## src/core/opc_pkg.sv

```systemverilog
// Operation
// - Invert word-clock/overrange pair when polarity set, LVDS.
// - Drive the pair only while enable bit set.
// - Any trigger-bit change starts PLL recalibration.
// - Calibration progress shown in separate status register.
// - Gating bit one routes PLL clock to core.
// - Delay field is a 3-bit code selecting whole VCO cycles, 0 to 15.
// - Gating and delay need PLL selected and enabled.
// - Output delay only without decimation active.
// - Pattern A is high byte plus low upper nibble.
// - Pattern B assembled the same way.
// - Selector code 001 alternates patterns A and B.
// - Pattern top bits map to overrange, word clock.
`default_nettype none
package opc_pkg;

	// ==========================================================
	// Bus and register geometry
	localparam int ADDR_W   = 10;
	localparam int DATA_W   = 32;
	localparam int BYTE_W   = 8;
	localparam int IDX_W    = ADDR_W - 2;
	localparam int NUM_REGS = 7;
	localparam int SLOT_W   = 3;

	localparam logic [1:0] RESP_OKAY   = 2'h0;
	localparam logic [1:0] RESP_SLVERR = 2'h2;

	// ==========================================================
	// Register indices; byte address is four times the index
	localparam logic [IDX_W-1:0] IDX_PAIR     = 8'h68;
	localparam logic [IDX_W-1:0] IDX_CAL      = 8'h6b;
	localparam logic [IDX_W-1:0] IDX_GATE     = 8'h6d;
	localparam logic [IDX_W-1:0] IDX_PAT_A_LO = 8'h74;
	localparam logic [IDX_W-1:0] IDX_PAT_A_HI = 8'h75;
	localparam logic [IDX_W-1:0] IDX_PAT_B_LO = 8'h76;
	localparam logic [IDX_W-1:0] IDX_PAT_B_HI = 8'h77;
	localparam logic [IDX_W-1:0] IDX_CAL_STAT = 8'hd1;

	// ==========================================================
	// Storage slots
	localparam logic [SLOT_W-1:0] SLOT_PAIR = 3'h0;
	localparam logic [SLOT_W-1:0] SLOT_CAL  = 3'h1;
	localparam logic [SLOT_W-1:0] SLOT_GATE = 3'h2;

	localparam logic [IDX_W-1:0] SLOT_IDX [NUM_REGS] = '{
		IDX_PAIR, IDX_CAL, IDX_GATE, IDX_PAT_A_LO, IDX_PAT_A_HI, IDX_PAT_B_LO, IDX_PAT_B_HI
	};
	localparam logic [BYTE_W-1:0] SLOT_RST [NUM_REGS] = '{
		8'h24, 8'h08, 8'h00, 8'h00, 8'h00, 8'h00, 8'h00
	};
	localparam logic [BYTE_W-1:0] SLOT_WMASK [NUM_REGS] = '{
		8'hff, 8'hff, 8'h3f, 8'hff, 8'hff, 8'hff, 8'hff
	};
	localparam logic [SLOT_W-1:0] SLOT_PAT_LO [2] = '{3'h3, 3'h5};
	localparam logic [SLOT_W-1:0] SLOT_PAT_HI [2] = '{3'h4, 3'h6};

	// ==========================================================
	// Field positions
	localparam int PAIR_POL_BIT  = 3;
	localparam int PAIR_EN_BIT   = 2;
	localparam int CAL_TRIG_BIT  = 2;
	localparam int GATE_EN_BIT   = 5;
	localparam int DLY_LSB       = 1;
	localparam int DLY_W         = 3;
	localparam int DLY_CNT_W     = 4;
	localparam int PAT_NIB_LSB   = 4;
	localparam int PAT_W         = 12;
	localparam int PAT_OVR_BIT   = 11;
	localparam int PAT_WCK_BIT   = 10;
	localparam int STAT_BUSY_BIT = 0;
	localparam int STAT_GATE_BIT = 1;

	// Delay code to VCO cycle count.
	localparam logic [DLY_CNT_W-1:0] DLY_TABLE [8] = '{
		4'h0, 4'h1, 4'h6, 4'h8, 4'ha, 4'hc, 4'he, 4'hf
	};

	localparam logic [2:0] SEL_USER_PAIR = 3'h1;

endpackage
`default_nettype wire

```

## src/core/opc_axil_slave.sv

```systemverilog
`timescale 1ns/100ps
`default_nettype none
module opc_axil_slave
	import opc_pkg::*;
(
	// Clock and reset
	input  wire logic              aclk,
	input  wire logic              aresetn,
	// Write address and data
	input  wire logic [ADDR_W-1:0] awaddr,
	input  wire logic              awvalid,
	output logic                   awready,
	input  wire logic [DATA_W-1:0] wdata,
	input  wire logic [3:0]        wstrb,
	input  wire logic              wvalid,
	output logic                   wready,
	// Write response
	output logic [1:0]             bresp,
	output logic                   bvalid,
	input  wire logic              bready,
	// Read address and data
	input  wire logic [ADDR_W-1:0] araddr,
	input  wire logic              arvalid,
	output logic                   arready,
	output logic [DATA_W-1:0]      rdata,
	output logic [1:0]             rresp,
	output logic                   rvalid,
	input  wire logic              rready,
	// Register side
	output logic                   wr_en,
	output logic [IDX_W-1:0]       wr_idx,
	output logic [BYTE_W-1:0]      wr_data,
	input  wire logic              wr_hit,
	output logic [IDX_W-1:0]       rd_idx,
	input  wire logic [BYTE_W-1:0] rd_data,
	input  wire logic              rd_hit
);

	// ==========================================================
	// Write path
	logic              aw_held_r, aw_held_nxt;
	logic              w_held_r, w_held_nxt;
	logic [IDX_W-1:0]  widx_r, widx_nxt;
	logic [BYTE_W-1:0] wbyte_r, wbyte_nxt;
	logic              wlane_r, wlane_nxt;
	logic              bvalid_r, bvalid_nxt;
	logic [1:0]        bresp_r, bresp_nxt;
	logic              do_wr;

	assign awready = !aw_held_r && !bvalid_r;
	assign wready  = !w_held_r && !bvalid_r;
	assign do_wr   = aw_held_r && w_held_r && !bvalid_r;
	assign wr_en   = do_wr && wlane_r;
	assign wr_idx  = widx_r;
	assign wr_data = wbyte_r;
	assign bvalid  = bvalid_r;
	assign bresp   = bresp_r;

	always_comb
	begin
		aw_held_nxt = aw_held_r;
		w_held_nxt  = w_held_r;
		widx_nxt    = widx_r;
		wbyte_nxt   = wbyte_r;
		wlane_nxt   = wlane_r;
		bvalid_nxt  = bvalid_r;
		bresp_nxt   = bresp_r;
		if (awvalid && awready)
		begin
			aw_held_nxt = 1'b1;
			widx_nxt    = awaddr[ADDR_W-1:2];
		end
		if (wvalid && wready)
		begin
			w_held_nxt = 1'b1;
			wbyte_nxt  = wdata[BYTE_W-1:0];
			wlane_nxt  = wstrb[0];
		end
		if (do_wr)
		begin
			aw_held_nxt = 1'b0;
			w_held_nxt  = 1'b0;
			bvalid_nxt  = 1'b1;
			bresp_nxt   = wr_hit ? RESP_OKAY : RESP_SLVERR;
		end
		else if (bvalid_r && bready)
			bvalid_nxt = 1'b0;
	end

	always_ff @(posedge aclk)
	begin
		if (!aresetn)
		begin
			aw_held_r <= 1'b0;
			w_held_r  <= 1'b0;
			widx_r    <= '0;
			wbyte_r   <= '0;
			wlane_r   <= 1'b0;
			bvalid_r  <= 1'b0;
			bresp_r   <= RESP_OKAY;
		end
		else
		begin
			aw_held_r <= aw_held_nxt;
			w_held_r  <= w_held_nxt;
			widx_r    <= widx_nxt;
			wbyte_r   <= wbyte_nxt;
			wlane_r   <= wlane_nxt;
			bvalid_r  <= bvalid_nxt;
			bresp_r   <= bresp_nxt;
		end
	end

	// ==========================================================
	// Read path
	logic              rvalid_r, rvalid_nxt;
	logic [BYTE_W-1:0] rbyte_r, rbyte_nxt;
	logic [1:0]        rresp_r, rresp_nxt;

	assign arready = !rvalid_r;
	assign rd_idx  = araddr[ADDR_W-1:2];
	assign rvalid  = rvalid_r;
	assign rresp   = rresp_r;
	assign rdata   = {{(DATA_W-BYTE_W){1'b0}}, rbyte_r};

	always_comb
	begin
		rvalid_nxt = rvalid_r;
		rbyte_nxt  = rbyte_r;
		rresp_nxt  = rresp_r;
		if (arvalid && arready)
		begin
			rvalid_nxt = 1'b1;
			rbyte_nxt  = rd_data;
			rresp_nxt  = rd_hit ? RESP_OKAY : RESP_SLVERR;
		end
		else if (rvalid_r && rready)
			rvalid_nxt = 1'b0;
	end

	always_ff @(posedge aclk)
	begin
		if (!aresetn)
		begin
			rvalid_r <= 1'b0;
			rbyte_r  <= '0;
			rresp_r  <= RESP_OKAY;
		end
		else
		begin
			rvalid_r <= rvalid_nxt;
			rbyte_r  <= rbyte_nxt;
			rresp_r  <= rresp_nxt;
		end
	end

endmodule
`default_nettype wire

```

## src/core/opc_pattern_out.sv

```systemverilog
`timescale 1ns/100ps
`default_nettype none
module opc_pattern_out
	import opc_pkg::*;
(
	// Clock and reset
	input  wire logic             aclk,
	input  wire logic             aresetn,
	// Settings
	input  wire logic [PAT_W-1:0] pattern_a,
	input  wire logic [PAT_W-1:0] pattern_b,
	input  wire logic [2:0]       test_pattern_sel,
	input  wire logic             pair_polarity_invert,
	input  wire logic             pair_output_enable,
	input  wire logic             lvds_mode,
	// Data path timing and normal pair sources
	input  wire logic             word_strobe,
	input  wire logic             word_clk_in,
	input  wire logic             overrange_in,
	// Outputs
	output logic [PAT_W-1:0]      pattern_data,
	output logic                  pattern_active,
	output logic                  word_clock_output,
	output logic                  overrange_output,
	output logic                  pair_oe_n
);

	// ==========================================================
	// Pattern alternation and pair drive
	logic             use_b_r, use_b_nxt;
	logic [PAT_W-1:0] data_r, data_nxt;
	logic             act_r, act_nxt;
	logic             wck_r, wck_nxt;
	logic             ovr_r, ovr_nxt;
	logic             oe_n_r, oe_n_nxt;
	logic             inv;

	always_comb
	begin
		act_nxt   = (test_pattern_sel == SEL_USER_PAIR);
		use_b_nxt = use_b_r;
		data_nxt  = data_r;
		if (!act_nxt)
		begin
			use_b_nxt = 1'b0;
			data_nxt  = '0;
		end
		else if (word_strobe)
		begin
			use_b_nxt = !use_b_r;
			data_nxt  = use_b_r ? pattern_b : pattern_a;
		end
		inv      = pair_polarity_invert && lvds_mode;
		wck_nxt  = 1'b0;
		ovr_nxt  = 1'b0;
		oe_n_nxt = !pair_output_enable;
		if (pair_output_enable)
		begin
			wck_nxt = (act_nxt ? data_nxt[PAT_WCK_BIT] : word_clk_in) ^ inv;
			ovr_nxt = (act_nxt ? data_nxt[PAT_OVR_BIT] : overrange_in) ^ inv;
		end
	end

	always_ff @(posedge aclk)
	begin
		if (!aresetn)
		begin
			use_b_r <= 1'b0;
			data_r  <= '0;
			act_r   <= 1'b0;
			wck_r   <= 1'b0;
			ovr_r   <= 1'b0;
			oe_n_r  <= 1'b1;
		end
		else
		begin
			use_b_r <= use_b_nxt;
			data_r  <= data_nxt;
			act_r   <= act_nxt;
			wck_r   <= wck_nxt;
			ovr_r   <= ovr_nxt;
			oe_n_r  <= oe_n_nxt;
		end
	end

	assign pattern_data      = data_r;
	assign pattern_active    = act_r;
	assign word_clock_output = wck_r;
	assign overrange_output  = ovr_r;
	assign pair_oe_n         = oe_n_r;

endmodule
`default_nettype wire

```

## src/core/opc_regs.sv

```systemverilog
// Implementation choice: the AXI4-Lite register port.
`timescale 1ns/100ps
`default_nettype none
module opc_regs
	import opc_pkg::*;
(
	// Clock and reset
	input  wire logic              aclk,
	input  wire logic              aresetn,
	// AXI4-Lite write address and data
	input  wire logic [ADDR_W-1:0] awaddr,
	input  wire logic              awvalid,
	output logic                   awready,
	input  wire logic [DATA_W-1:0] wdata,
	input  wire logic [3:0]        wstrb,
	input  wire logic              wvalid,
	output logic                   wready,
	// AXI4-Lite write response
	output logic [1:0]             bresp,
	output logic                   bvalid,
	input  wire logic              bready,
	// AXI4-Lite read
	input  wire logic [ADDR_W-1:0] araddr,
	input  wire logic              arvalid,
	output logic                   arready,
	output logic [DATA_W-1:0]      rdata,
	output logic [1:0]             rresp,
	output logic                   rvalid,
	input  wire logic              rready,
	// Clock system state
	input  wire logic              pll_selected,
	input  wire logic              pll_enabled,
	input  wire logic              decim_active,
	input  wire logic              pll_cal_busy,
	// Output data path state
	input  wire logic              lvds_mode,
	input  wire logic [2:0]        test_pattern_sel,
	input  wire logic              word_strobe,
	input  wire logic              word_clk_in,
	input  wire logic              overrange_in,
	// PLL controls
	output logic                   pll_cal_start,
	output logic                   pll_core_clk_en,
	output logic [DLY_CNT_W-1:0]   out_clock_vco_delay,
	// Pattern and pair outputs
	output logic [PAT_W-1:0]       pattern_data,
	output logic                   pattern_active,
	output logic                   word_clock_output,
	output logic                   overrange_output,
	output logic                   pair_oe_n
);

	// ==========================================================
	// Address decode
	// Returns the hit flag above the slot number of a stored register.
	function automatic logic [SLOT_W:0] find_slot(input logic [IDX_W-1:0] idx);
		logic [SLOT_W:0] res;
		res = '0;
		for (int i = 0; i < NUM_REGS; i++)
			if (SLOT_IDX[i] == idx)
				res = {1'b1, SLOT_W'(i)};
		return res;
	endfunction

	// ==========================================================
	// Bus front end
	logic              wr_en;
	logic [IDX_W-1:0]  wr_idx;
	logic [BYTE_W-1:0] wr_data;
	logic              wr_hit;
	logic [IDX_W-1:0]  rd_idx;
	logic [BYTE_W-1:0] rd_data;
	logic              rd_hit;
	logic [SLOT_W:0]   wr_dec;
	logic [SLOT_W:0]   rd_dec;

	opc_axil_slave u_bus (
		.aclk    (aclk),
		.aresetn (aresetn),
		.awaddr  (awaddr),
		.awvalid (awvalid),
		.awready (awready),
		.wdata   (wdata),
		.wstrb   (wstrb),
		.wvalid  (wvalid),
		.wready  (wready),
		.bresp   (bresp),
		.bvalid  (bvalid),
		.bready  (bready),
		.araddr  (araddr),
		.arvalid (arvalid),
		.arready (arready),
		.rdata   (rdata),
		.rresp   (rresp),
		.rvalid  (rvalid),
		.rready  (rready),
		.wr_en   (wr_en),
		.wr_idx  (wr_idx),
		.wr_data (wr_data),
		.wr_hit  (wr_hit),
		.rd_idx  (rd_idx),
		.rd_data (rd_data),
		.rd_hit  (rd_hit)
	);

	assign wr_dec = find_slot(wr_idx);
	assign rd_dec = find_slot(rd_idx);
	assign wr_hit = wr_dec[SLOT_W] || (wr_idx == IDX_CAL_STAT);
	assign rd_hit = rd_dec[SLOT_W] || (rd_idx == IDX_CAL_STAT);

	// ==========================================================
	// Register storage and derived controls
	logic [BYTE_W-1:0]    reg_r [NUM_REGS];
	logic [BYTE_W-1:0]    reg_nxt [NUM_REGS];
	logic                 cal_start_r, cal_start_nxt;
	logic                 clk_en_r, clk_en_nxt;
	logic [DLY_CNT_W-1:0] dly_r, dly_nxt;
	logic                 pll_in_use;
	logic                 gate_eff;
	logic [BYTE_W-1:0]    stat_byte;

	assign pll_in_use = pll_selected && pll_enabled;
	assign gate_eff   = reg_r[SLOT_GATE][GATE_EN_BIT] && pll_in_use;

	always_comb
	begin
		for (int i = 0; i < NUM_REGS; i++)
		begin
			reg_nxt[i] = reg_r[i];
			// Written bits pass through SLOT_WMASK; gate register bits 7..6 always store zero.
			if (wr_en && wr_dec[SLOT_W] && (wr_dec[SLOT_W-1:0] == SLOT_W'(i)))
				reg_nxt[i] = wr_data & SLOT_WMASK[i];
		end
		cal_start_nxt = wr_en && wr_dec[SLOT_W] && (wr_dec[SLOT_W-1:0] == SLOT_CAL)
			&& (wr_data[CAL_TRIG_BIT] != reg_r[SLOT_CAL][CAL_TRIG_BIT]);
		clk_en_nxt = gate_eff;
		dly_nxt    = '0;
		if (pll_in_use && !decim_active)
			dly_nxt = DLY_TABLE[reg_r[SLOT_GATE][DLY_LSB +: DLY_W]];
	end

	always_ff @(posedge aclk)
	begin
		if (!aresetn)
		begin
			for (int i = 0; i < NUM_REGS; i++)
				reg_r[i] <= SLOT_RST[i];
			cal_start_r <= 1'b0;
			clk_en_r    <= 1'b0;
			dly_r       <= '0;
		end
		else
		begin
			for (int i = 0; i < NUM_REGS; i++)
				reg_r[i] <= reg_nxt[i];
			cal_start_r <= cal_start_nxt;
			clk_en_r    <= clk_en_nxt;
			dly_r       <= dly_nxt;
		end
	end

	assign pll_cal_start       = cal_start_r;
	assign pll_core_clk_en     = clk_en_r;
	assign out_clock_vco_delay = dly_r;

	// ==========================================================
	// Read data
	always_comb
	begin
		stat_byte                = '0;
		stat_byte[STAT_BUSY_BIT] = pll_cal_busy;
		stat_byte[STAT_GATE_BIT] = clk_en_r;
		if (rd_idx == IDX_CAL_STAT)
			rd_data = stat_byte;
		else if (rd_dec[SLOT_W])
			rd_data = reg_r[rd_dec[SLOT_W-1:0]];
		else
			rd_data = '0;
	end

	// ==========================================================
	// User patterns
	logic [PAT_W-1:0] pattern [2];

	for (genvar g = 0; g < 2; g++)
	begin : g_pat
		// Upper nibble of the low register gives bits 3..0.
		assign pattern[g] = {reg_r[SLOT_PAT_HI[g]],
			reg_r[SLOT_PAT_LO[g]][BYTE_W-1:PAT_NIB_LSB]};
	end

	opc_pattern_out u_pat (
		.aclk                 (aclk),
		.aresetn              (aresetn),
		.pattern_a            (pattern[0]),
		.pattern_b            (pattern[1]),
		.test_pattern_sel     (test_pattern_sel),
		.pair_polarity_invert (reg_r[SLOT_PAIR][PAIR_POL_BIT]),
		.pair_output_enable   (reg_r[SLOT_PAIR][PAIR_EN_BIT]),
		.lvds_mode            (lvds_mode),
		.word_strobe          (word_strobe),
		.word_clk_in          (word_clk_in),
		.overrange_in         (overrange_in),
		.pattern_data         (pattern_data),
		.pattern_active       (pattern_active),
		.word_clock_output    (word_clock_output),
		.overrange_output     (overrange_output),
		.pair_oe_n            (pair_oe_n)
	);

endmodule
`default_nettype wire

```

## config.mk

```make
export PLATFORM = sky130hd
export DESIGN_NAME = opc_regs
export DESIGN_NICKNAME = d
export VERILOG_FILES = /design/src/core/opc_pkg.sv /design/src/core/opc_axil_slave.sv /design/src/core/opc_pattern_out.sv /design/src/core/opc_regs.sv
export SDC_FILE = /design/constraint.sdc
export NUM_CORES = 1
export LEC_CHECK = 0
export BUFFER_PORTS_ARGS = -buffer_cell sky130_fd_sc_hd__buf_4
export CAP_MARGIN = 20
export CELL_PAD_IN_SITES_DETAIL_PLACEMENT = 0
export CELL_PAD_IN_SITES_GLOBAL_PLACEMENT = 1
export CORE_MARGIN = 2
export CORE_UTILIZATION = 43
export DETAILED_ROUTE_END_ITERATION = 12
export PLACE_DENSITY_LB_ADDON = 0.1
export SLEW_MARGIN = 15
export SYNTH_ARGS = -nofsm -noshare
export SYNTH_HDL_FRONTEND = slang
export SYNTH_HIERARCHICAL = 1
export SYNTH_SLANG_ARGS = --single-unit
```

## constraint.sdc

```tcl
create_clock -name aclk -period 2.87 [get_ports aclk]
set_clock_uncertainty 0.15 [all_clocks]
set_input_delay 0.1435 -clock aclk [delete_from_list [all_inputs] [get_ports aclk]]
set_output_delay 0.1435 -clock aclk [all_outputs]
set_load 0.02 [all_outputs]
```

## Yosys cells after proc, flatten, opt, wreduce, memory -nomap -nowiden

Memory sizes are Yosys's and may differ from the RTL's. A register that Yosys moved wholly into a read port is not among the register bits.
Index checks and enable logic that the tools add are counted.

| storage, ports and cells | value |
|---|---|
| bits in registers | 52 |
| memory bits (writable) | 56 |
| bits in read-only memories | 32 |
| output and inout port bits | 63 |
| memories | 2 |

Memory list:

| name | words | width | read ports | clocked after memory_dff | wr ports | RTL line | RTL |
|---|---|---|---|---|---|---|---|
| reg_r | 7 | 8 | 8 | 0 | 7 | opc_regs.sv:113 | `logic [BYTE_W-1:0] reg_r [NUM_REGS];` |
| (name not given) | 8 | 4 | 1 | 1 | 0 | opc_regs.sv:139 | `dly_nxt = DLY_TABLE[reg_r[SLOT_GATE][DLY_LSB +: DLY_W]];` |

| cells by class | value |
|---|---|
| equality and inequality tests | 31 |
| muxes and demuxes | 43 |
| bitwise gates (word level) | 11 |
| reductions and logical operators | 47 |

Operators with widths:

| operator | count |
|---|---|
| 8-bit 2-to-1 mux | 16 |
| 7-bit by 8-bit == test with 1-bit output, first input constant | 14 |
| 4-bit 2-to-1 mux | 14 |
| 12-bit 2-to-1 mux | 3 |
| 1-bit logical AND | 23 |
| 2-bit AND reduction | 10 |
| 8-bit == test, second input constant | 2 |
| 3-bit == test, second input constant | 3 |
| 1-bit logical NOT | 8 |
| 1-bit 2-to-1 mux | 8 |
| 1-bit != test, second input constant | 7 |
| 1-bit OR | 7 |
| 3-bit by 1-bit == test with 1-bit output, second input constant | 2 |
| 3-bit by 2-bit == test with 1-bit output, second input constant | 2 |
| 2-bit 2-to-1 mux | 2 |
| 3-bit inverter with 4-bit output | 1 |
| 2-bit nonzero test | 2 |
| 3-bit logical NOT | 1 |
| 1-bit logical OR | 2 |
| 2-bit OR reduction | 1 |
| 1-bit bitwise XOR | 2 |
| 1-bit != test | 1 |
| 1-bit inverter | 1 |

## Logic depth before layout (Yosys ltp)

Gate-level depths: netlist of the first run.

| logic depth | value |
|---|---|
| depth in word-level cells | 13 |
| mapped depth | 10 |
| mapped depth without buffers | 7 |

## Hierarchy

The synthesis of the first run kept the hierarchy.

Modules (own cells, without submodules):

| module | instances | cells each | area an instance (sq um) | sequential area each (sq um) |
|---|---|---|---|---|
| opc_regs | 1 | 326 | 3,113.0 | 1,201.2 |
| opc_axil_slave | 1 | 174 | 1,481.4 | 620.6 |
| opc_pattern_out | 1 | 73 | 790.8 | 340.3 |

## Worst setup path after synthesis of the first run

Ideal clock, no wire load.

| timing | value |
|---|---|
| path type | reg2reg |
| start | reg u_bus.bvalid_r (netlist: u_bus/bvalid) |
| end | mem reg_r[0][2] |
| setup time | 126 ps |
| arrival | 1,751 ps |
| setup slack | 843 ps |
| stages on the path, launching flop included | 8 |
| path buffers | 2 |
| clock period less this slack | 2,027 ps |
| cell sequence | dfxtp_1 -> buf_6 -> and3b_1 -> and2_1 -> or4b_1 -> buf_2 -> mux2i_1 -> nand2_1 |

RTL lines:

| item | RTL line | RTL |
|---|---|---|
| start: declaration | opc_axil_slave.sv:46 | `logic bvalid_r, bvalid_nxt;` |
| start signal: assignment | opc_axil_slave.sv:109 | `bvalid_r <= bvalid_nxt;` |
| end: declaration | opc_regs.sv:113 |  |

==> results.cfg, run 1 <==
[yosys]
avgSynthCellArea_um2 = 9.398
ys_dominant_reg_cell = dfxtp_1
synth_area_leaders = dfxtp_1 (40%), mux2i_1 (16%), nor2b_1 (7.3%), buf_4 (4.7%), nand2_1 (3.7%)
synth_top_area_frac = 0.4015
ys_warn_count = 6
yosysSeqAreaShare = 0.4015
syn-cell-area_um2 = 5385
synth_cell_types = 56
synthArstFlopShare = 0
synth_edf_count = 0
synth_area_leader_cell = dfxtp_1
synth_seq_cells = 108
syn_inst = 573

[power]
peakVddDrop_mv = 0.2380
power_density_nw_per_um2 = 490.7
power_uw = 3160
power.leakage_uw = 0.002619

[sta]
rsz0062_at_grt = no
slew_headroom = 0.5169
setup_viol_count_final = 0
finalCritPeriodShare = 0.7969
max_freq_mhz = 437.2
setup_ws_ns = 0.5829
tns_ns = 0
finalCriticalPeriod_ns = 2.287
finalHoldViolations = 0
worstMarginPinSlew_ns = 0.7239
slew_viol_final = 0

[clock_network]
cts-resized-gates = 0
cts_max_level = 3
cts_tree = done
cts_buffers = 9
cts_root_buf = clkbuf_16
cts_sinks = 108
clk_pin_slew_worst_paths_ns = 0.07
post_cts_buffers = 0
ctsHoldBuffers = 26
cts_max_path_buffers = 2
clock_latency_ns = 0.34

[setup_path]
crit_slowest_cell = or4b_1
cpPeakStageDelay_ns = 0.73
crit_type = reg -> reg
crit_path_end = reg_r[0][5]$_SDFFE_PN1P_
endpoint_kind = register
path_cells = and3b_1 > and2_1 > or4b_1 > mux2i_1 > nand2_1
worstPathArrival_ns = 2.35
crit_buf_inv = 0
reg2regPathDepth = 5
cp-startpoint = u_bus/bvalid$_SDFFE_PN0P_
r2r_end = reg_r[0][5]$_SDFFE_PN1P_
cp_top_family = simple AND/OR/NAND/NOR gates
crit_cells = 5
r2r-start = u_bus/bvalid$_SDFFE_PN0P_
startpoint_type = register
cp_max_fo = 9
cp.required_ns = 2.93
rrSetupSlack_ns = 0.58

[placed_design]
dp.cells = 786
globalplace.congestion = 0.7818
portBuffers = 79
dp_hpwl_um = 8752
place_ws_ns = 0.5772

[routing]
drt_drc_violations_left = 0
ant_nets = 0
drt-vias-per-instance = 4.983
drt-initial-drc-count = 156
wl_per_cell_um = 14.59
vias = 4121
firstDrtPassIters = 4
routed_wl_um = 12070

[run_status]
outcome = complete, no violations

[die]
die_area_um2 = 13440
rows = 40
start_util = 0.4446
core_area_um2 = 12110
io_pins = 137
die_h_um = 115.9
die_x_um = 115.9

[global_routing]
grt_first_pass_wirelength_um = 19490
grt_start_max_net_pins = 52
grt_overflow = 0
first_global_vias = 3930
grtUsageTotal = 0.1849
antenna_found_initial = 0

[min_path]
hold_path.startpoint = decim_active
hold_path.class = in -> reg

[finish]
antenna_cells = 0
syn_to_final_growth_pct = 19.59
nets = 729
layout-drive-gt1-share = 0.1821
fill_cells = 1160
final_cells = 827

[run]
drv_cap = 0
[state kept, by name, summed over array words and instances (netlist names), 4 cells and up]
signal and cells:
out_clock_vco_delay 4, u_bus/wr_data 8, u_bus/wr_idx 8, u_bus/rbyte_r 8
reg_r 54, u_pat/pattern_data 12
[synth_stat cells (2+ instances only)]
cell type	count
clkbuf_1	10
buf_4	34
o22a_1	4
nand2_1	53
and4bb_1	3
xnor2_1	2
dfxtp_1	108
and2_1	3
or3_1	2
nand3_1	23
a221oi_1	2
inv_1	4
a21o_1	2
buf_2	12
a211oi_2	8
mux2i_1	85
o21ai_0	27
nor2b_1	63
nand4bb_1	2
a311oi_1	2
nand4_1	2
nand4b_1	3
buf_6	9
nor3b_1	2
mux2_2	2
nand3b_1	5
and3_1	5
nand2b_1	5
a21oi_1	15
a211oi_1	6
o211a_1	3
nor3b_4	3
a21boi_0	8
a32o_1	2
nor2_1	33
[final cells by class]
class                           count  area (um2)  area share
Timing Repair Buffer              111       898.4      0.1395
Sequential cell                   108        2162      0.3357
Multi-Input combinational cell    421        2848      0.4422
Clock inverter                      5       77.57     0.01205
Tap cell                          168       210.2     0.03264
Inverter                            4       15.01    0.002331
Clock buffer                       10       229.0     0.03555
[layer usage]
layer	GRT usage	wire (um)	vias up
li1	-	-	2095
met1	0.2522	5848	1923
met2	0.3041	5653	92
met3	0.03243	436	11
met4	0.04841	127	0
met5	0	0	-
[logic make-up (layout without fill, tap and decap cells)]
| group | Yosys count | in the layout | share of synthesized area |
|---|---|---|---|
| other | 1 | 26 | 0.0006964 |
| AOI/OAI and AO/OA | 85 | 85 | 0.1136 |
| DFF | 108 | 108 | 0.4015 |
| buffers and inverters | 69 | 130 | 0.08713 |
| muxes | 87 | 87 | 0.1622 |
| xor gates and xnor gates | 3 | 3 | 0.004880 |
| and+or+nand+nor | 220 | 220 | 0.2300 |
[worst reg2reg max path: stages (launching register included)]
cell and delay [ns]:
dfxtp_1 0.41, and3b_1 0.35, and2_1 0.20, or4b_1 0.73
mux2i_1 0.25, nand2_1 0.07
[power by group]
| group | leakage (uW) | switching [uW] | internal, uW | total, uW |
|---|---|---|---|---|
| clock | 0.000148 | 530 | 757 | 1290 |
| combinational | 0.00160 | 165 | 139 | 303 |
| sequential | 0.000875 | 42.7 | 1530 | 1570 |
| total | 0.00262 | 737 | 2420 | 3160 |
[worst min path at each step]
stage                                        end  cells past startpoint  slack [ns]
2_1_floorplan         u_pat/pair_oe_n$_SDFF_PN1_                      1        0.08
3_3_place_gp        u_bus/wr_idx[6]$_SDFFE_PN0P_                      3        0.21
3_5_place_dp       u_bus/wr_data[6]$_SDFFE_PN0P_                      3        0.21
4_1_cts        out_clock_vco_delay[3]$_SDFF_PN0_                      3       0.002
5_1_grt        out_clock_vco_delay[3]$_SDFF_PN0_                      3        0.01
6_report       out_clock_vco_delay[3]$_SDFF_PN0_                      3       0.003
[metrics by stage]
step,cell area (um2),util,hold WS (ns)
after floorplan,5479,-,0.08346
after global placement,5873,0.4849,0.2091
after detailed placement,5873,0.4849,0.2115
after CTS,6440,0.5317,0.001804
after global routing,6440,0.5317,0.01227
final,6440,0.5317,0.003043
[cells in the final DEF (no fill, tap or decap), drive strengths merged, types with 3 or more instances in the layout]
cell type,Yosys,final
o21ai,28,28
nor3b,5,5
inv,4,4
buf,55,85
dlygate4sd3,0,26
a21boi,8,8
nand2b,5,5
and4bb,3,3
and3,5,5
dfxtp,108,108
o22a,4,4
o211a,3,3
nand4b,3,3
nand3,24,24
clkbuf,10,10
nor2,34,34
nand3b,5,5
a211oi,14,14
mux2i,85,85
and2,3,3
nand2,54,54
a21oi,16,16
nor2b,63,63
conb,1,26
Power figures use the tool's default switching activity.
==> run 2: changes to the inputs <==
--- a/config.mk
+++ b/config.mk
@@ -5,12 +5,13 @@
 export SDC_FILE = /design/constraint.sdc
 export NUM_CORES = 1
 export LEC_CHECK = 0
+export ABC_AREA = 1
 export BUFFER_PORTS_ARGS = -buffer_cell sky130_fd_sc_hd__buf_4
 export CAP_MARGIN = 20
 export CELL_PAD_IN_SITES_DETAIL_PLACEMENT = 0
 export CELL_PAD_IN_SITES_GLOBAL_PLACEMENT = 1
 export CORE_MARGIN = 2
-export CORE_UTILIZATION = 43
+export CORE_UTILIZATION = 34
 export DETAILED_ROUTE_END_ITERATION = 12
 export PLACE_DENSITY_LB_ADDON = 0.1
 export SLEW_MARGIN = 15
==> constraint.sdc (replaced) <==
create_clock -name aclk -period 1.98 [get_ports aclk]
set_clock_uncertainty 0.15 [all_clocks]
set_input_delay 0.099 -clock aclk [delete_from_list [all_inputs] [get_ports aclk]]
set_output_delay 0.099 -clock aclk [all_outputs]
set_load 0.02 [all_outputs]
==> results.cfg, run 2 <==
[die]
rows = 47
start_util = 0.3493
die_x_um = 135.0
die_h_um = 135.0
core_area_um2 = 16700
io_pins = 137
die_area_um2 = 18220

[routing]
vias = 5501
drt-initial-drc-count = 336
routed_wl_um = 16020
drt-vias-per-instance = 4.603
wl_per_cell_um = 13.41
ant_nets = 0
firstDrtPassIters = 8
drt_drc_violations_left = 0

[placed_design]
dp_hpwl_um = 11910
globalplace.congestion = 0.8649
portBuffers = 79

[clock_network]
cts_root_buf = clkbuf_16
cts_max_level = 3
cts_buffers = 9
clock_latency_ns = 0.36
cts_tree = done
cts_max_path_buffers = 2
cts_sinks = 108
clk_pin_slew_worst_paths_ns = 0.07

[global_routing]
grt_first_pass_wirelength_um = 25830
grt_start_max_net_pins = 42
antenna_found_initial = 0
grt_overflow = 0
grtUsageTotal = 0.1790
first_global_vias = 5112

[power]
peakVddDrop_mv = 0.3637
power.leakage_uw = 0.003291
power_density_nw_per_um2 = 641.1

[sta]
finalCritPeriodShare = 0.9416
rsz0062_at_grt = no
tns_ns = 0
finalCriticalPeriod_ns = 1.864
worstMarginPinSlew_ns = 0.5313
finalHoldViolations = 0
setup_viol_count_final = 0
max_freq_mhz = 536.3
slew_viol_final = 0
slew_headroom = 0.6453
holdWs_ns = 0.004433

[min_path]
hold_path.class = in -> reg
hold_depth = 3

[yosys]
synth_area_leaders = dfxtp_1 (37%), nand2_1 (14%), nand3_1 (7.9%), a21oi_1 (6.3%), nor2_1 (6.3%)
avgSynthCellArea_um2 = 6.903
yosysMostFrequentCell = nand2_1
synth_area_leader_cell = dfxtp_1
syn-cell-area_um2 = 5833
ys_warn_count = 6
synth_edf_count = 0
synth_seq_cells = 108
syn_inst = 845
ys_dominant_reg_cell = dfxtp_1
synthArstFlopShare = 0
synth_cell_types = 34
synth_commonest_cells = nand2_1 (220), dfxtp_1 (108), nor2_1 (98)
yosysSeqAreaShare = 0.3707
synth_top_area_frac = 0.3707

[finish]
layout-drive-gt1-share = 0.2185
largest_reg_flops = 54
antenna_cells = 0
mostFrequentLayoutCells = nand2_1 (219), buf_4 (111), dfxtp_1 (106)
final_common_cell = nand2_1
syn_to_final_growth_pct = 25.05
max_flop_register = reg_r
nets = 1044
fill_cells = 1757

[setup_path]
endpoint_kind = register
reg2regPathDepth = 9
cp.required_ns = 2.12
crit_slowest_cell = dfxtp_1
path_cells = nand2_1 > nor2_4 > nand2_4 > nand3_4 > nand2_4 > nor2_4 > buf_4 > nand2_1 > a21oi_1
crit_buf_inv = 1
cpPeakStageDelay_ns = 0.41
crit_type = reg -> reg
cp_top_family = simple AND/OR/NAND/NOR gates
startpoint_type = register
worstPathArrival_ns = 2.01
cp_max_fo = 8
crit_cells = 9

[run]
drv_cap = 0

[run_status]
outcome = complete, no violations
## run 2: cell families (layout without fill, tap and decap cells)
logic type,Yosys count,after routing,synth area share
flops,108,108,0.3707
compound gates,110,110,0.1034
buf+inv,148,253,0.1341
other cells,1,26,0.0006429
simple gates,478,478,0.3912
## run 2: worst register-to-register path, stage by stage (launching register included)
cell and delay, ns:
dfxtp_1 0.41, nand2_1 0.14, nor2_4 0.17, nand2_4 0.09
nand3_4 0.13, nand2_4 0.09, nor2_4 0.27, buf_4 0.18
nand2_1 0.04, a21oi_1 0.14
## run 2: per-layer routing
layer | global-route usage | vias up | share of wire
met4 | 0.07060 | 0 | 0.023
met5 | 0 | - | 0
met2 | 0.2854 | 115 | 0.45
li1 | - | 2870 | -
met3 | 0.02290 | 23 | 0.043
met1 | 0.2463 | 2493 | 0.49
## run 2: worst paths after layout
check | from | endpoint | slack, ns
worst min-delay path | wvalid | u_bus/wr_data[0]$_SDFFE_PN0P_ | 0.004
worst max register to register | u_bus/wr_idx[0]$_SDFFE_PN0P_ | reg_r[4][0]$_SDFFE_PN0P_ | 0.12
worst min register to register | reg_r[3][1]$_SDFFE_PN0P_ | reg_r[3][1]$_SDFFE_PN0P_ | 0.32
worst max-delay path | u_bus/wr_idx[0]$_SDFFE_PN0P_ | reg_r[4][0]$_SDFFE_PN0P_ | 0.12
## run 2: per-stage QoR
stage | instance area, um2 | power [uW] | util | instances | setup WS, ns
floorplan | 5927 | 2753 | - | 870 | 0.02517
global placement | 6521 | 2886 | 0.3905 | 1129 | 0.09664
detailed placement | 6521 | 2897 | 0.3905 | 1129 | 0.06266
CTS | 7201 | 4709 | 0.4312 | 1185 | 0.04475
global route | 7295 | 4890 | 0.4368 | 1195 | 0.00009437
finish | 7295 | 4677 | 0.4368 | 1195 | 0.1155
## run 2: cell type report
cell class	instances	area, um2	area share
Clock inverter	5	36.28	0.004974
Sequential cell	108	2167	0.2971
Tap cell	220	275.3	0.03774
Inverter	84	317.8	0.04357
Clock buffer	11	242.7	0.03328
Timing Repair Buffer	153	1265	0.1734
Multi-Input combinational cell	614	2990	0.4099
## run 2: power breakdown
part	total, uW	switching, uW	leakage (uW)	internal, uW
Sequential	2310	80.9	0.000879	2230
Combinational	617	353	0.00228	265
Clock	1750	859	0.000128	892
## run 2: repair_timing
item | in CTS | in global routing
hold buffers | 40 | 0
gates resized for setup | 0 | 8
endpoints found under the setup margin | 0 | 32
endpoints found under the hold margin | 31 | 0
setup buffers | 0 | 10
==> run 3: changes to the inputs <==
==> constraint.sdc (replaced) <==
create_clock -name aclk -period 1.98 [get_ports aclk]
set_clock_uncertainty 0.15 [all_clocks]
set_input_delay 0.099 -clock aclk [delete_from_list [all_inputs] [get_ports aclk]]
set_output_delay 0.099 -clock aclk [all_outputs]
set_load 0.05 [all_outputs]
==> results.cfg, run 3 (synthesis gave the netlist of run 2 again) <==
[setup_path]
cp.required_ns = 2.09
reg2regPathDepth = 6
crit_type = reg -> reg
cp_max_fo = 17
rrSetupSlack_ns = 0.12
r2r-start = u_bus/bvalid$_SDFFE_PN0P_
startpoint_type = register
path_cells = buf_4 > nor2_4 > nand3_1 > dlygate4sd3_1 > nand2_1 > nor2_1
crit_slowest_cell = dlygate4sd3_1
worstPathArrival_ns = 1.97
endpoint_kind = register
cpPeakStageDelay_ns = 0.59
crit_path_end = u_bus/wr_idx[4]$_SDFFE_PN0P_
cp-startpoint = u_bus/bvalid$_SDFFE_PN0P_
r2r_end = u_bus/wr_idx[4]$_SDFFE_PN0P_

[die]
start_util = 0.3493
die_area_um2 = 18220
die_x_um = 135.0
io_pins = 137
core_area_um2 = 16700
rows = 47
die_h_um = 135.0

[power]
pwr-share-clk = 0.355
power_uw = 4756
peakVddDrop_mv = 0.4397
p_comb_frac = 0.159
seqPwrFrac = 0.486
p_sw_uw = 1395
power_density_nw_per_um2 = 647.8
p_int_uw = 3360
p_sw_frac = 0.2934
power.leakage_uw = 0.003311

[global_routing]
grt_first_pass_wirelength_um = 26590
antenna_found_initial = 0
grt_start_max_net_pins = 42
grtUsageTotal = 0.1841
grt_overflow = 0
first_global_vias = 5207

[routing]
wl_per_cell_um = 13.56
drt_drc_violations_left = 0
firstDrtPassIters = 5
ant_nets = 0
vias = 5503
drt-initial-drc-count = 293
routed_wl_um = 16250
drt-vias-per-instance = 4.593

[sta]
tns_ns = 0
finalCritPeriodShare = 0.9397
worstMarginPinSlew_ns = 0.6717
max_freq_mhz = 537.5
slew_headroom = 0.5505
rsz0062_at_grt = yes
slew_viol_final = 0
finalCriticalPeriod_ns = 1.861
finalHoldViolations = 0
holdWs_ns = 0.01915
setup_viol_count_final = 0

[clock_network]
cts_max_level = 3
cts_tree = done
cts_sinks = 108
clk_pin_slew_worst_paths_ns = 0.07
clock_latency_ns = 0.36
cts_max_path_buffers = 2
cts_root_buf = clkbuf_16
cts_buffers = 9

[placed_design]
globalplace.congestion = 0.8756
dp.cells = 1125
portBuffers = 79
dp_hpwl_um = 11720

[finish]
antenna_cells = 0
final_cells = 1198
max_flop_register = reg_r
largest_reg_flops = 54
fill_cells = 1793
layout-drive-gt1-share = 0.2096
syn_to_final_growth_pct = 25.85
mostFrequentLayoutCells = nand2_1 (220), dfxtp_1 (105), buf_4 (103)
nets = 1047
final_util = 0.4395
final_common_cell = nand2_1

[min_path]
hold_path.startpoint = pll_selected
hold_path.class = in -> reg

[run]
drv_cap = 0

[run_status]
outcome = complete, no violations
[run 3: power by group through the flow]
stage / logic, uW / registers, uW / clock network, uW
finish: 758 / 2310 / 1690
global placement: 651 / 2360 / 0
floorplan: 476 / 2400 / 0
detailed placement: 659 / 2360 / 0
global route: 827 / 2320 / 1840
CTS: 741 / 2310 / 1750
[run 3: what timing repair did]
item                                    in CTS  in global routing
setup buffers                                0                  8
hold buffers                                48                  0
endpoints found under the setup margin       0                 36
gates resized for setup                      0                  7
endpoints found under the hold margin       32                  0
[run 3: final cells by class]
type	instances	area [um2]	area share
Clock buffer	12	236.5	0.03221
Clock inverter	4	26.28	0.003579
Inverter	84	320.3	0.04363
Multi-Input combinational cell	615	2992	0.4075
Sequential cell	108	2166	0.2950
Tap cell	220	275.3	0.03750
Timing Repair Buffer	155	1325	0.1805
[run 3: worst min-delay path by stage]
stage | to | depth (start not counted)
2_1_floorplan | out_clock_vco_delay[3]$_SDFF_PN0_ | 1
3_3_place_gp | out_clock_vco_delay[3]$_SDFF_PN0_ | 2
3_5_place_dp | out_clock_vco_delay[3]$_SDFF_PN0_ | 2
4_1_cts | out_clock_vco_delay[2]$_SDFF_PN0_ | 5
5_1_grt | reg_r[1][3]$_SDFFE_PN1P_ | 2
6_report | out_clock_vco_delay[2]$_SDFF_PN0_ | 5
[run 3: layer usage]
layer  GRT usage  up-vias  wire (um)
met5           0        -          0
met4     0.05671        0        216
met3     0.02553       13        624
met2      0.3063      101       7688
met1      0.2479     2503       7720
li1            -     2886          -
[run 3: worst max-delay path, delay by kind of cell (launching register included)]
kind,cells,cell delay (ns)
buffers and inverters,2,0.74
and+or+nand+nor,4,0.56
DFF,1,0.31
[run 3: metrics by stage]
stage                     worst slack (ns)  instance area [um2]
after CTS                          0.07131                 7237
after global routing              -0.02537                 7341
after detailed placement           0.07716                 6494
after global placement              0.1075                 6494
final                               0.1194                 7341
after floorplan                    0.01266                 5929
